`src/rtl/dsa_pkg.sv`:
```
/*
  Shared constants and types for the slice arithmetic stage: widths,
  stage selects, rounding modes, flag bundle and the random source seed.
  Assumes every file that needs them imports the whole package.
*/
package dsa_pkg;

  // ****************************************************
  // Widths and counts
  // ****************************************************
  localparam int DSA_W = 54;
  localparam int DSA_MUL_A_W = 18;
  localparam int DSA_MUL_B_W = 36;
  localparam int DSA_SEL_W = 2;
  localparam int DSA_NSRC = 4;
  localparam int DSA_RND_W = 6;
  localparam int DSA_EXT_W = 56;
  localparam logic [5:0] DSA_MAX_RND = 6'h35;
  localparam int DSA_LFSR_W = 16;

  // ****************************************************
  // Reset values and constants
  // ****************************************************
  localparam logic [15:0] DSA_LFSR_SEED = 16'hace1;
  localparam logic [15:0] DSA_LFSR_TAPS = 16'hb400;
  localparam logic [53:0] DSA_ONE = 54'h1;
  localparam logic [53:0] DSA_ZERO = 54'h0;
  localparam logic [53:0] DSA_ALL_ONES = 54'h3fffffffffffff;

  // ****************************************************
  // Enumerations
  // ****************************************************
  typedef enum logic [2:0]
  {
    RND_NONE,
    RND_TOWARD_ZERO,
    RND_TOWARD_INFINITY,
    RND_DYNAMIC,
    RND_RANDOM,
    RND_CONVERGENT
  } dsa_round_type;

  typedef enum logic [1:0]
  {
    THIRD_C,
    THIRD_CASCADE,
    THIRD_ZERO
  } dsa_third_type;

  // ****************************************************
  // Bundles
  // ****************************************************
  typedef struct packed
  {
    logic [1:0] clk_sel;
    logic [1:0] ce_sel;
    logic [1:0] rst_sel;
  } dsa_stage_cfg_type;

  typedef struct packed
  {
    logic zero_match_flag;
    logic masked_zero_match_flag;
    logic masked_ones_match_flag;
    logic pattern_match_flag;
    logic inverse_pattern_match_flag;
    logic over_flag;
    logic under_flag;
    logic either_wrap_flag;
  } dsa_flags_type;

  typedef struct packed
  {
    logic [17:0] mul_a;
    logic [35:0] mul_b;
    logic [53:0] addend;
    logic [53:0] c_val;
  } dsa_in_type;

  typedef struct packed
  {
    logic [53:0] x_val;
    logic [53:0] c_val;
  } dsa_pipe_type;

  typedef struct packed
  {
    logic [53:0] result;
    dsa_flags_type flags;
  } dsa_out_type;

endpackage

```
`src/rtl/dsa_stage_reg.sv`:
```
/*
  One register stage of the slice with its own choice of clock source,
  clock enable and reset among four global candidates of each kind.
  Assumes the clock sources are one-cycle ticks synchronous to clk.
*/
`timescale 1ns/1ps
module dsa_stage_reg
  import dsa_pkg::*;
#(
  parameter int W = 8
)
(
  input wire logic clk, // System clock
  input wire logic rst_b, // Async reset, active low
  input wire logic [3:0] clk_src, // Global clock source ticks
  input wire logic [3:0] ce_src, // Global clock enables
  input wire logic [3:0] rst_src, // Global sync resets
  input wire dsa_stage_cfg_type cfg, // This stage's selections
  input wire logic [W-1:0] d, // Data in
  output logic [W-1:0] q // Registered data out
);

  // ****************************************************
  // Stage update
  // ****************************************************
  logic [W-1:0] next_q;
  logic tick;
  logic en;
  logic clr;

  assign tick = clk_src[cfg.clk_sel];
  assign en = ce_src[cfg.ce_sel];
  assign clr = rst_src[cfg.rst_sel];

  // Reset acts only on the stage's own tick, like a sync reset
  always_comb
  begin
    next_q = q;
    if (tick && clr)
      next_q = '0;
    else if (tick && en)
      next_q = d;
  end

  always_ff @(posedge clk or negedge rst_b)
  begin
    if (!rst_b)
      q <= '0;
    else
      q <= next_q;
  end

endmodule

```
`src/rtl/dsa_alu.sv`:
```
/*
  Arithmetic stage of a multiply-accumulate slice: input, pipeline and
  output stages, ternary adder with cascade, rounding and flags.
  Assumes operands and controls come from logic on the same clock.
*/
// Contract
// - Pass sums by cascade out, take cascade in, third operand multiplexed.
// - Multiplier can be bypassed; adder is 54 bits wide.
// - Round by adding a constant, then truncate.
// - Offer toward zero, toward infinity, dynamic, random, convergent.
// - Unmasked zero flag; masked zero, ones, pattern, inverse pattern.
// - Separate overflow and underflow flags plus their combined flag.
// - Each register stage picks its clock from four sources.
// - Each stage picks its own clock enable and reset.
// - Accumulator overflow is registered; accumulator loads dynamically.
// - Add or subtract choice may change every cycle, honoured at once.
`timescale 1ns/1ps
module dsa_alu
  import dsa_pkg::*;
(
  input wire logic clk, // System clock, 10 MHz
  input wire logic rst_b, // Async reset, active low
  input wire logic clock_source_a, // Global clock source tick 0
  input wire logic clock_source_b, // Global clock source tick 1
  input wire logic clock_source_c, // Global clock source tick 2
  input wire logic clock_source_d, // Global clock source tick 3
  input wire logic [3:0] ce_src, // Global clock enables
  input wire logic [3:0] rst_src, // Global sync resets
  input wire dsa_stage_cfg_type in_cfg, // Input stage selects
  input wire dsa_stage_cfg_type pipe_cfg, // Pipeline stage selects
  input wire dsa_stage_cfg_type out_cfg, // Output stage selects
  input wire logic [17:0] mul_a, // Multiplier operand A
  input wire logic [35:0] mul_b, // Multiplier operand B
  input wire logic [53:0] addend, // Operand used when bypassing
  input wire logic [53:0] c_in, // Third operand from fabric
  input wire logic [53:0] cascade_in, // Partial sum from prior slice
  input wire logic bypass_mult, // 1: adder only, skip product
  input wire dsa_third_type third_sel, // Third operand choice
  input wire logic acc_en, // 1: feed back accumulator
  input wire logic acc_load, // 1: initialise accumulator from C
  input wire logic add_sub, // 1: subtract, 0: add
  input wire dsa_round_type round_mode, // Rounding method
  input wire logic [5:0] round_bits, // Low bits dropped by rounding
  input wire logic round_dyn_up, // Dynamic rounding: halves go up
  input wire logic [53:0] mask, // Flag mask, 1 ignores bit
  input wire logic [53:0] pattern, // Pattern for match flags
  output logic [53:0] result, // Registered result
  output logic [53:0] cascade_out, // Registered sum to next slice
  output dsa_flags_type flags // Registered flags
);

  // ****************************************************
  // Stage registers
  // ****************************************************
  logic [3:0] clk_src;
  dsa_in_type in_d;
  dsa_in_type in_q;
  dsa_pipe_type pipe_d;
  dsa_pipe_type pipe_q;
  dsa_out_type out_d;
  dsa_out_type out_q;

  // four global clock ticks shared by stages
  assign clk_src = {clock_source_d, clock_source_c,
                    clock_source_b, clock_source_a};

  // Operands are captured in one shot
  assign in_d.mul_a = mul_a;
  assign in_d.mul_b = mul_b;
  assign in_d.addend = addend;
  assign in_d.c_val = c_in;

  dsa_stage_reg #(.W($bits(dsa_in_type))) u_in_stage
  (
    .clk(clk),
    .rst_b(rst_b),
    .clk_src(clk_src),
    .ce_src(ce_src),
    .rst_src(rst_src),
    .cfg(in_cfg),
    .d(in_d),
    .q(in_q)
  );

  // multiplier bypass for a plain adder
  always_comb
  begin
    pipe_d.c_val = in_q.c_val;
    if (bypass_mult)
      pipe_d.x_val = in_q.addend;
    else
      pipe_d.x_val = $signed(in_q.mul_a) * $signed(in_q.mul_b);
  end

  dsa_stage_reg #(.W($bits(dsa_pipe_type))) u_pipe_stage
  (
    .clk(clk),
    .rst_b(rst_b),
    .clk_src(clk_src),
    .ce_src(ce_src),
    .rst_src(rst_src),
    .cfg(pipe_cfg),
    .d(pipe_d),
    .q(pipe_q)
  );

  // ****************************************************
  // Random rounding source
  // ****************************************************
  logic [15:0] lfsr;
  logic [15:0] next_lfsr;
  logic [53:0] rand_bits;

  // Free-running so random rounding never repeats a stuck value
  always_comb
  begin
    next_lfsr = lfsr >> 1;
    if (lfsr[0])
      next_lfsr = (lfsr >> 1) ^ DSA_LFSR_TAPS;
  end

  always_ff @(posedge clk or negedge rst_b)
  begin
    if (!rst_b)
      lfsr <= DSA_LFSR_SEED;
    else
      lfsr <= next_lfsr;
  end

  assign rand_bits = {lfsr[5:0], lfsr, lfsr, lfsr};

  // ****************************************************
  // Ternary adder
  // ****************************************************
  logic [53:0] w_val;
  logic [53:0] z_val;
  logic [55:0] x_ext;
  logic [55:0] sum_ext;
  logic [53:0] sum;
  logic over;
  logic under;

  always_comb
  begin
    w_val = DSA_ZERO;
    if (acc_load)
      w_val = pipe_q.c_val;
    else if (acc_en)
      w_val = out_q.result;
  end

  always_comb
  begin
    case (third_sel)
      THIRD_C: z_val = pipe_q.c_val;
      THIRD_CASCADE: z_val = cascade_in;
      THIRD_ZERO: z_val = DSA_ZERO;
      default: z_val = DSA_ZERO;
    endcase
  end

  // add or subtract taken live this cycle
  always_comb
  begin
    x_ext = {{2{pipe_q.x_val[53]}}, pipe_q.x_val};
    if (add_sub)
      x_ext = ~x_ext + 56'h1;
    sum_ext = {{2{w_val[53]}}, w_val} + {{2{z_val[53]}}, z_val} + x_ext;
  end

  assign sum = sum_ext[53:0];
  // signed range checks on the full sum
  assign over = !sum_ext[55] && (sum_ext[54:53] != 2'b00);
  assign under = sum_ext[55] && (sum_ext[54:53] != 2'b11);

  // ****************************************************
  // Rounding
  // ****************************************************
  logic [5:0] k;
  logic [53:0] half;
  logic [53:0] low_mask;
  logic [53:0] rconst;
  logic [53:0] rounded;
  logic [53:0] trunc;

  // Clamp so the kept-bit index stays inside the word
  assign k = (round_bits > DSA_MAX_RND) ? DSA_MAX_RND : round_bits;
  assign half = (k == 6'h0) ? DSA_ZERO : (DSA_ONE << (k - 6'h1));
  assign low_mask = (DSA_ONE << k) - DSA_ONE;

  // pick the rounding constant by method
  always_comb
  begin
    rconst = DSA_ZERO;
    if (k != 6'h0)
    begin
      case (round_mode)
        RND_TOWARD_ZERO: rconst = sum[53] ? half : half - DSA_ONE;
        RND_TOWARD_INFINITY: rconst = sum[53] ? half - DSA_ONE : half;
        RND_DYNAMIC: rconst = round_dyn_up ? half : half - DSA_ONE;
        RND_RANDOM: rconst = rand_bits & low_mask;
        // ties go to the even neighbour
        RND_CONVERGENT: rconst = half - DSA_ONE + {53'h0, sum[k]};
        default: rconst = DSA_ZERO;
      endcase
    end
  end

  // add constant, then clear dropped bits
  // Rounding that crosses the top bit wraps; no saturation here
  always_comb
  begin
    rounded = sum + rconst;
    trunc = rounded;
    if (round_mode != RND_NONE)
      trunc = rounded & ~low_mask;
  end

  // ****************************************************
  // Flags
  // ****************************************************
  // zero, masked zero, ones, pattern, inverse
  always_comb
  begin
    out_d.result = trunc;
    out_d.flags.zero_match_flag = (trunc == DSA_ZERO);
    out_d.flags.masked_zero_match_flag = ((trunc & ~mask) == DSA_ZERO);
    out_d.flags.masked_ones_match_flag = ((trunc | mask) == DSA_ALL_ONES);
    out_d.flags.pattern_match_flag =
      (((trunc ^ pattern) & ~mask) == DSA_ZERO);
    out_d.flags.inverse_pattern_match_flag =
      (((trunc ^ ~pattern) & ~mask) == DSA_ZERO);
    out_d.flags.over_flag = over;
    out_d.flags.under_flag = under;
    out_d.flags.either_wrap_flag = over || under;
  end

  // result and wrap flags registered together
  dsa_stage_reg #(.W($bits(dsa_out_type))) u_out_stage
  (
    .clk(clk),
    .rst_b(rst_b),
    .clk_src(clk_src),
    .ce_src(ce_src),
    .rst_src(rst_src),
    .cfg(out_cfg),
    .d(out_d),
    .q(out_q)
  );

  // ****************************************************
  // Outputs
  // ****************************************************
  // registered sum feeds the next slice
  assign cascade_out = out_q.result;
  assign result = out_q.result;
  assign flags = out_q.flags;

endmodule

```
`config.mk`:
```
export PLATFORM = sky130hd
export DESIGN_NAME = dsa_alu
export DESIGN_NICKNAME = d
export VERILOG_FILES = /design/src/rtl/dsa_pkg.sv /design/src/rtl/dsa_stage_reg.sv /design/src/rtl/dsa_alu.sv
export SDC_FILE = /design/constraint.sdc
export NUM_CORES = 2
export LEC_CHECK = 0
export ABC_AREA = 1
export BUFFER_PORTS_ARGS = -buffer_cell sky130_fd_sc_hd__clkbuf_2
export CAP_MARGIN = 40
export CORE_ASPECT_RATIO = 0.5
export CORE_MARGIN = 10
export CORE_UTILIZATION = 35
export DETAILED_ROUTE_END_ITERATION = 12
export PLACE_DENSITY = 0.59
export REMOVE_ABC_BUFFERS = 1
export SLEW_MARGIN = 20
export SYNTH_ARGS = -nofsm -noshare
export SYNTH_HDL_FRONTEND = slang
export SYNTH_SLANG_ARGS = --single-unit
```
`constraint.sdc`:
```
create_clock -name clk -period 11.2 [get_ports clk]
set_clock_uncertainty 0.2 [all_clocks]
set_input_delay 2.24 -clock clk [delete_from_list [all_inputs] [get_ports clk]]
set_output_delay 2.24 -clock clk [all_outputs]
set_load 0.01 [all_outputs]
```
* Word level (Yosys, flattened, before mapping) *
Cells that the tools add are included.

word-level totals
  input port bits = 372
  output and inout port bits = 116
  memory bits (writable) = 0
  memory bits (read-only) = 0
  memories kept = 0
  latch bits = 0
  register bits after elaboration = 348

cells by class
  add/subtract/negate cells = 8
  bitwise operators = 13
  div/mod/pow operators = 0
  eq/ne operators = 8
  shift-type cells = 2
  muxes and demuxes = 40
  reduce and logical (&&, ||, !) cells = 22
  $lt $le $gt $ge = 11
  $mul = 1

operators with widths
  cell                                                         number
  2-to-1 mux 54 bit                                            9
  2-to-1 mux 162 bit                                           2
  AND 54 bit                                                   5
  case mux 54 bit (5 select lines)                             1
  logical NOT 54 bit                                           4
  2-to-1 mux 108 bit                                           2
  NOT 54 bit                                                   3
  2-to-1 mux 62 bit                                            2
  case mux 54 bit (2 select lines)                             1
  left shift 1 x 6 -> 54 bit (first input constant)            2
  subtractor 54 x 1 -> 54 bit (second input constant)          2
  XOR 54 bit                                                   2
  adder 56 x 1 -> 56 bit (second input constant)               1
  adder 56 bit                                                 1
  2-to-1 mux 56 bit                                            1
  NOT 56 bit                                                   1
  adder 54 x 54 -> 55 bit                                      1
  adder 54 x 1 -> 54 bit                                       1
  adder 54 bit                                                 1
  == test 54 bit (second input constant)                       1
  multiplier 18 x 36 -> 54 bit                                 1
  OR 54 bit                                                    1
  less-than comparator 2 x 3 -> 1 bit (second input constant)  9
  binary-select mux 1 bit (select 2 bit)                       9
  21 further kinds                                             42

* Depth between registers and ports, before layout *
  word-level depth = 17
  depth in mapped cells = 78
  mapped depth without buffers = 76

* Hierarchy *
A second synthesis with hierarchy kept.

unflattened totals
  cells, all modules = 8598
  area, all modules = 58902.7 um2

modules (own cells, without submodules)
  module                         cells an instance  seq. area each (um2)  instances  area an instance (um2)
  dsa_alu                        7023               410.4                 1          44770.4
  dsa_stage_reg at u_in_stage    753                4053.9                1          6824.0
  dsa_stage_reg at u_pipe_stage  513                2702.6                1          4578.1
  dsa_stage_reg at u_out_stage   309                1551.5                1          2730.1

* Worst setup path after synthesis *
Ideal clock, no wire load.

  path kind = input to register
  start = in third_sel[0]
  end = reg u_out_stage.q[4]
  library setup time = 66 ps
  stages on the path = 62
  arrival = 11237 ps
  slack = -304 ps
  data required time = 10934 ps
  cell sequence = clkbuf_1 -> or2_2 -> clkbuf_1 -> o21ai_0 -> ha_1 -> inv_1 -> fa_1 -> o21ai_0 -> a21oi_1 -> o21bai_1 -> nand2_1 -> nand2_1 -> a21oi_1 -> o21ai_0 -> nand2_1 -> o211ai_1 -> a31o_2 -> a21oi_1 -> [26 not listed] -> ha_1 -> nand2_1 -> nor2_1 -> nand2_1 -> o211ai_1 -> a21boi_0 -> o21ai_0 -> xor2_1 -> nand2_1 -> nand2_1 -> nand2_1 -> nand2_1 -> nand2_1 -> nor2_1 -> nand2_1 -> nor3_1 -> nand4_1 -> nand2_1

between the ends
  cells in the longest elaborated chain, start to end = 17
  elaborated cells on any way between the ends = 20
  those cells by class = add/sub: 4; eq/ne: 1; mux: 10; bitwise: 3; reduce/logical: 2

RTL lines
  item                                                                RTL line             source
  start: declaration                                                  dsa_alu.sv:38        input wire dsa_third_type third_sel,
  == test 2 x 1 -> 1 bit / logical NOT 2 bit (equally long branches)  dsa_alu.sv:154       case (third_sel)
  case mux 54 bit (2 select lines) *                                  dsa_alu.sv:154
  adder 54 x 54 -> 55 bit *                                           dsa_alu.sv:168       sum_ext = {{2{w_val[53]}}, w_val} + {{2{z_val[53]}}, z_val} + x_ext;
  adder 56 bit *                                                      dsa_alu.sv:168
  binary-select mux 1 bit (select 6 bit)                              dsa_alu.sv:203       RND_CONVERGENT: rconst = half - DSA_ONE + {53'h0, sum[k]};
  2-to-1 mux 1 bit (not written as such)                              dsa_alu.sv:203
  adder 54 x 1 -> 54 bit                                              dsa_alu.sv:203
  case mux 54 bit (5 select lines)                                    dsa_alu.sv:197       case (round_mode)
  2-to-1 mux 54 bit                                                   dsa_alu.sv:195       if (k != 6'h0)
  adder 54 bit *                                                      dsa_alu.sv:213       rounded = sum + rconst;
  AND 54 bit                                                          dsa_alu.sv:216       trunc = rounded & ~low_mask;
  2-to-1 mux 54 bit *                                                 dsa_alu.sv:215       if (round_mode != RND_NONE)
  XOR 54 bit *                                                        dsa_alu.sv:230       (((trunc ^ pattern) & ~mask) == DSA_ZERO);
  AND 54 bit *                                                        dsa_alu.sv:230
  logical NOT 54 bit *                                                dsa_alu.sv:230
  2-to-1 mux 62 bit *                                                 dsa_stage_reg.sv:41  else if (tick && en)
  2-to-1 mux 62 bit *                                                 dsa_stage_reg.sv:39  if (tick && clr)
  end signal: assignment                                              dsa_stage_reg.sv:50  q <= next_q;
  end: declaration                                                    dsa_stage_reg.sv:20  output logic [W-1:0] q

Mark *: on every way between the ends. The rest lies on a longest branch, timed or not. The select of a mux whose other input is x is not followed.
A chain may end at the register's enable or synchronous reset.

* Final worst setup path *
Same ends and word-level chain as after synthesis.

==> results.yml <==
logic_synthesis:
  synth_compound_area_share_pct: 14.68
  yosysUniqueCellTypes: 69
  synth_enable_flop_cells: 0
  synth_seq_cells: 348
  synthFlopType: "dfrtp_1"
  synth_sequential_area_ratio_pct: 14.90
  synthSimpleGateAreaFrac_pct: 24.72
  netlist_area_sq_um: 58510
  yosys-mux-area-fraction_pct: 0
  synth-xor-area-share_pct: 4.027
  async_reset_ff_share_pct: 100.0
  syn_area_per_cell_sq_um: 6.827
  synth_warnings: 0
  synthAdderAreaFrac_pct: 27.57
  synthCells: 8570
  synth_top_family_by_area: "adder cells"
cells_and_area:
  final_cell_mix: "nand2_1, inv_1, buf_4, fa_1, nand3_1"
  areaGrowthSynthToFinish_pct: 26.84
  nFillCells: 17100
  final_common_cell: "nand2_1"
  drive_gt1_share_pct: 22.34
  nNetsFinal: 11070
sta:
  holdWs_ps: 169.2
  tightestPinTransition_ps: 1096
  min_period_over_period_pct: 101.3
  setup_viol: 5
  max_slew_margin_pct: 26.96
  hold_violations: 0
  worst_slack_ps: -144.7
  rsz0062_at_grt: "yes"
  timing.fmax_mhz: 88.15
  fin_crit_ps: 11340
  drv_slew: 0
critical_path:
  slowest_stage: "ha_1"
  critPathArrivalTime_ps: 11720
  worstPathMaxFanout: 26
  crit_top_cell: "nand2_1"
  critPathCaptureType: "register"
  rr_endpoint: "u_out_stage.q[4]$_DFFE_PN0P_"
  critPathKind: "input pin to register"
  reg2reg_depth: 68
  timing.rr.start: "u_pipe_stage.q[55]$_DFFE_PN0P_"
  cp-start-kind: "input pin"
  ff2ff_setup_slack_ps: 1080
  critPathRequiredTime_ps: 11580
  max_stage_delay_ps: 360
  cp-startpoint: "third_sel[0]"
detailed_routing:
  first_pass_iters: 8
  wl_microns: 279200
  drtIter0Drc: 6872
  wl_per_cell_microns: 23.25
  wl_met2_microns: 123000
  ant_nets: 0
  avgViaCountPerCell: 5.384
  vias: 64660
  drc: 0
  top_layer_used: "met5"
  met1_length_microns: 116500
  wl_met3_microns: 25550
global_routing:
  antenna_found_initial: 11
  grt_pass1_wl_microns: 408800
  overflow: 0
  grt_max_degree: 157
  first_global_vias: 63740
  grt_use_total_pct: 28.94
cts:
  cts_buffer_depth: 3
  cts.htree.levels: 2
  hold_buffers: 0
  tritoncts: "yes"
  clk_latency_ps: 650
  cts-root-buf: "clkbuf_16"
  clk_pin_slew_ps: 70
  cts.sinks: 348
  numCtsBuffers: 39
floorplanning:
  ioPinCount: 488
  placementRows: 105
  dieArea_sq_um: 184900
  initial_utilization_pct: 35.46
  die_x_microns: 598.2
  die_h_microns: 309.1
  core_sq_um: 165000
run_status:
  outcome: "finished with violations"
  violations: "setup timing"
placement:
  routabilityCongestion: 1.088
  dp_hpwl_microns: 229900
  io_buffers: 487
hold_path:
  hold_end: "lfsr[6]$_DFF_PN1_"
  min-delay-start: "lfsr[7]$_DFF_PN1_"
  worstHoldPathCells: 0
  hold_path_class: "register to register"
flow_run:
  maxCapViolations: 0
[final cells by class]
cell class,instances,area (sq um),area share (%)
multi-input cells,6090,43790,59.00
well taps,2193,2744,3.697
repair buffers,1566,11080,14.93
inverters,1735,6523,8.789
flip-flops and latches,348,8726,11.76
clock inverters,18,217.7,0.2934
diodes,6,15.01,0.02023
clock buffers,53,1120,1.509
[how the worst max path moves through the flow]
| stage | end | slack, ps | depth (start not counted) |
|---|---|---|---|
| floorplan | u_out_stage.q[4]$_DFFE_PN0P_ | -1130 | 60 |
| global placement | u_out_stage.q[3]$_DFFE_PN0P_ | -2160 | 68 |
| detailed placement | u_out_stage.q[3]$_DFFE_PN0P_ | -2140 | 68 |
| CTS | u_out_stage.q[3]$_DFFE_PN0P_ | -0.1 | 71 |
| global route | u_out_stage.q[4]$_DFFE_PN0P_ | -650 | 71 |
| finish | u_out_stage.q[4]$_DFFE_PN0P_ | -140 | 71 |
[layer usage]
layer | global-route usage [%] | vias to the layer above
met2 | 45.73 | 3009
met5 | 0 | -
li1 | - | 29580
met4 | 11.94 | 2
met1 | 38.60 | 31430
met3 | 5.934 | 637
[logic make-up after synthesis]
group                      after synthesis
and+or+nand+nor                       3413
AOI/OAI and AO/OA                     1489
xor gates and xnor gates               269
DFF                                    348
buffers and inverters                 2134
adders and majority gates              917
[through the flow]
| step | utilization, % | cell area, sq um | std cells | setup TNS, ps | worst slack [ps] |
|---|---|---|---|---|---|
| after global placement | 42.26 | 69740 | 11850 | -61340 | -2162 |
| after detailed placement | 42.36 | 69900 | 11860 | -68460 | -2141 |
| after CTS | 44.33 | 73140 | 11970 | -0.1297 | -0.1297 |
| final | 44.97 | 74210 | 12010 | -528.7 | -144.7 |
| after floorplan | - | 56770 | 8171 | -179550 | -1131 |
| after global routing | 44.97 | 74210 | 12010 | -3688 | -654.9 |
[state kept, by name (all words and copies together), names as in the netlist]
signal and flops:
u_out_stage.q 62, lfsr 16, u_pipe_stage.q 108, u_in_stage.q 162
[repair_timing]
action                     4_1_cts  5_1_grt
gates cloned                     3        0
pin swaps                      164      136
gates resized for setup        409      212
setup buffers                   41       21
setup endpoints to repair       53       50
[critical path: cells and delay by family]
kind / cells / cell delay (ps)
and+or+nand+nor: 41 / 4300
adders and majority gates: 4 / 1170
AOI/OAI and AO/OA: 11 / 2000
xor gates and xnor gates: 2 / 370
buffers and inverters: 13 / 1590
[synth_stat cells, drive strengths merged, types with 7 or more instances]
| master | number | share of area, % |
|---|---|---|
| and3 | 9 | 0.096 |
| o31ai | 15 | 0.22 |
| o22ai | 225 | 2.4 |
| a32oi | 7 | 0.10 |
| or2 | 18 | 0.19 |
| o21ai | 528 | 4.5 |
| a221oi | 15 | 0.22 |
| a22oi | 11 | 0.14 |
| nand3b | 20 | 0.26 |
| a21o | 22 | 0.28 |
| xnor2 | 83 | 1.2 |
| o21bai | 20 | 0.26 |
| a31oi | 65 | 0.70 |
| ha | 297 | 6.4 |
| a21boi | 16 | 0.21 |
| nor2 | 624 | 4.1 |
| nor3 | 71 | 0.64 |
| fa | 620 | 21 |
| o2111ai | 19 | 0.28 |
| inv | 1731 | 11 |
| a21oi | 428 | 3.7 |
| o211ai | 30 | 0.38 |
| nor4 | 29 | 0.31 |
| dfstp | 8 | 0.36 |
| dfrtp | 340 | 15 |
| a211oi | 11 | 0.14 |
| buf | 127 | 1.2 |
| clkbuf | 272 | 1.7 |
| nand2 | 1882 | 12 |
| nand3 | 648 | 5.7 |
| o221ai | 28 | 0.42 |
| o32ai | 8 | 0.12 |
| xor2 | 186 | 2.8 |
| nand4 | 109 | 1.2 |
| o21a | 21 | 0.27 |
Power is not shown: default switching activity piles up to over one toggle a cycle in this logic, so the estimate is an artifact.
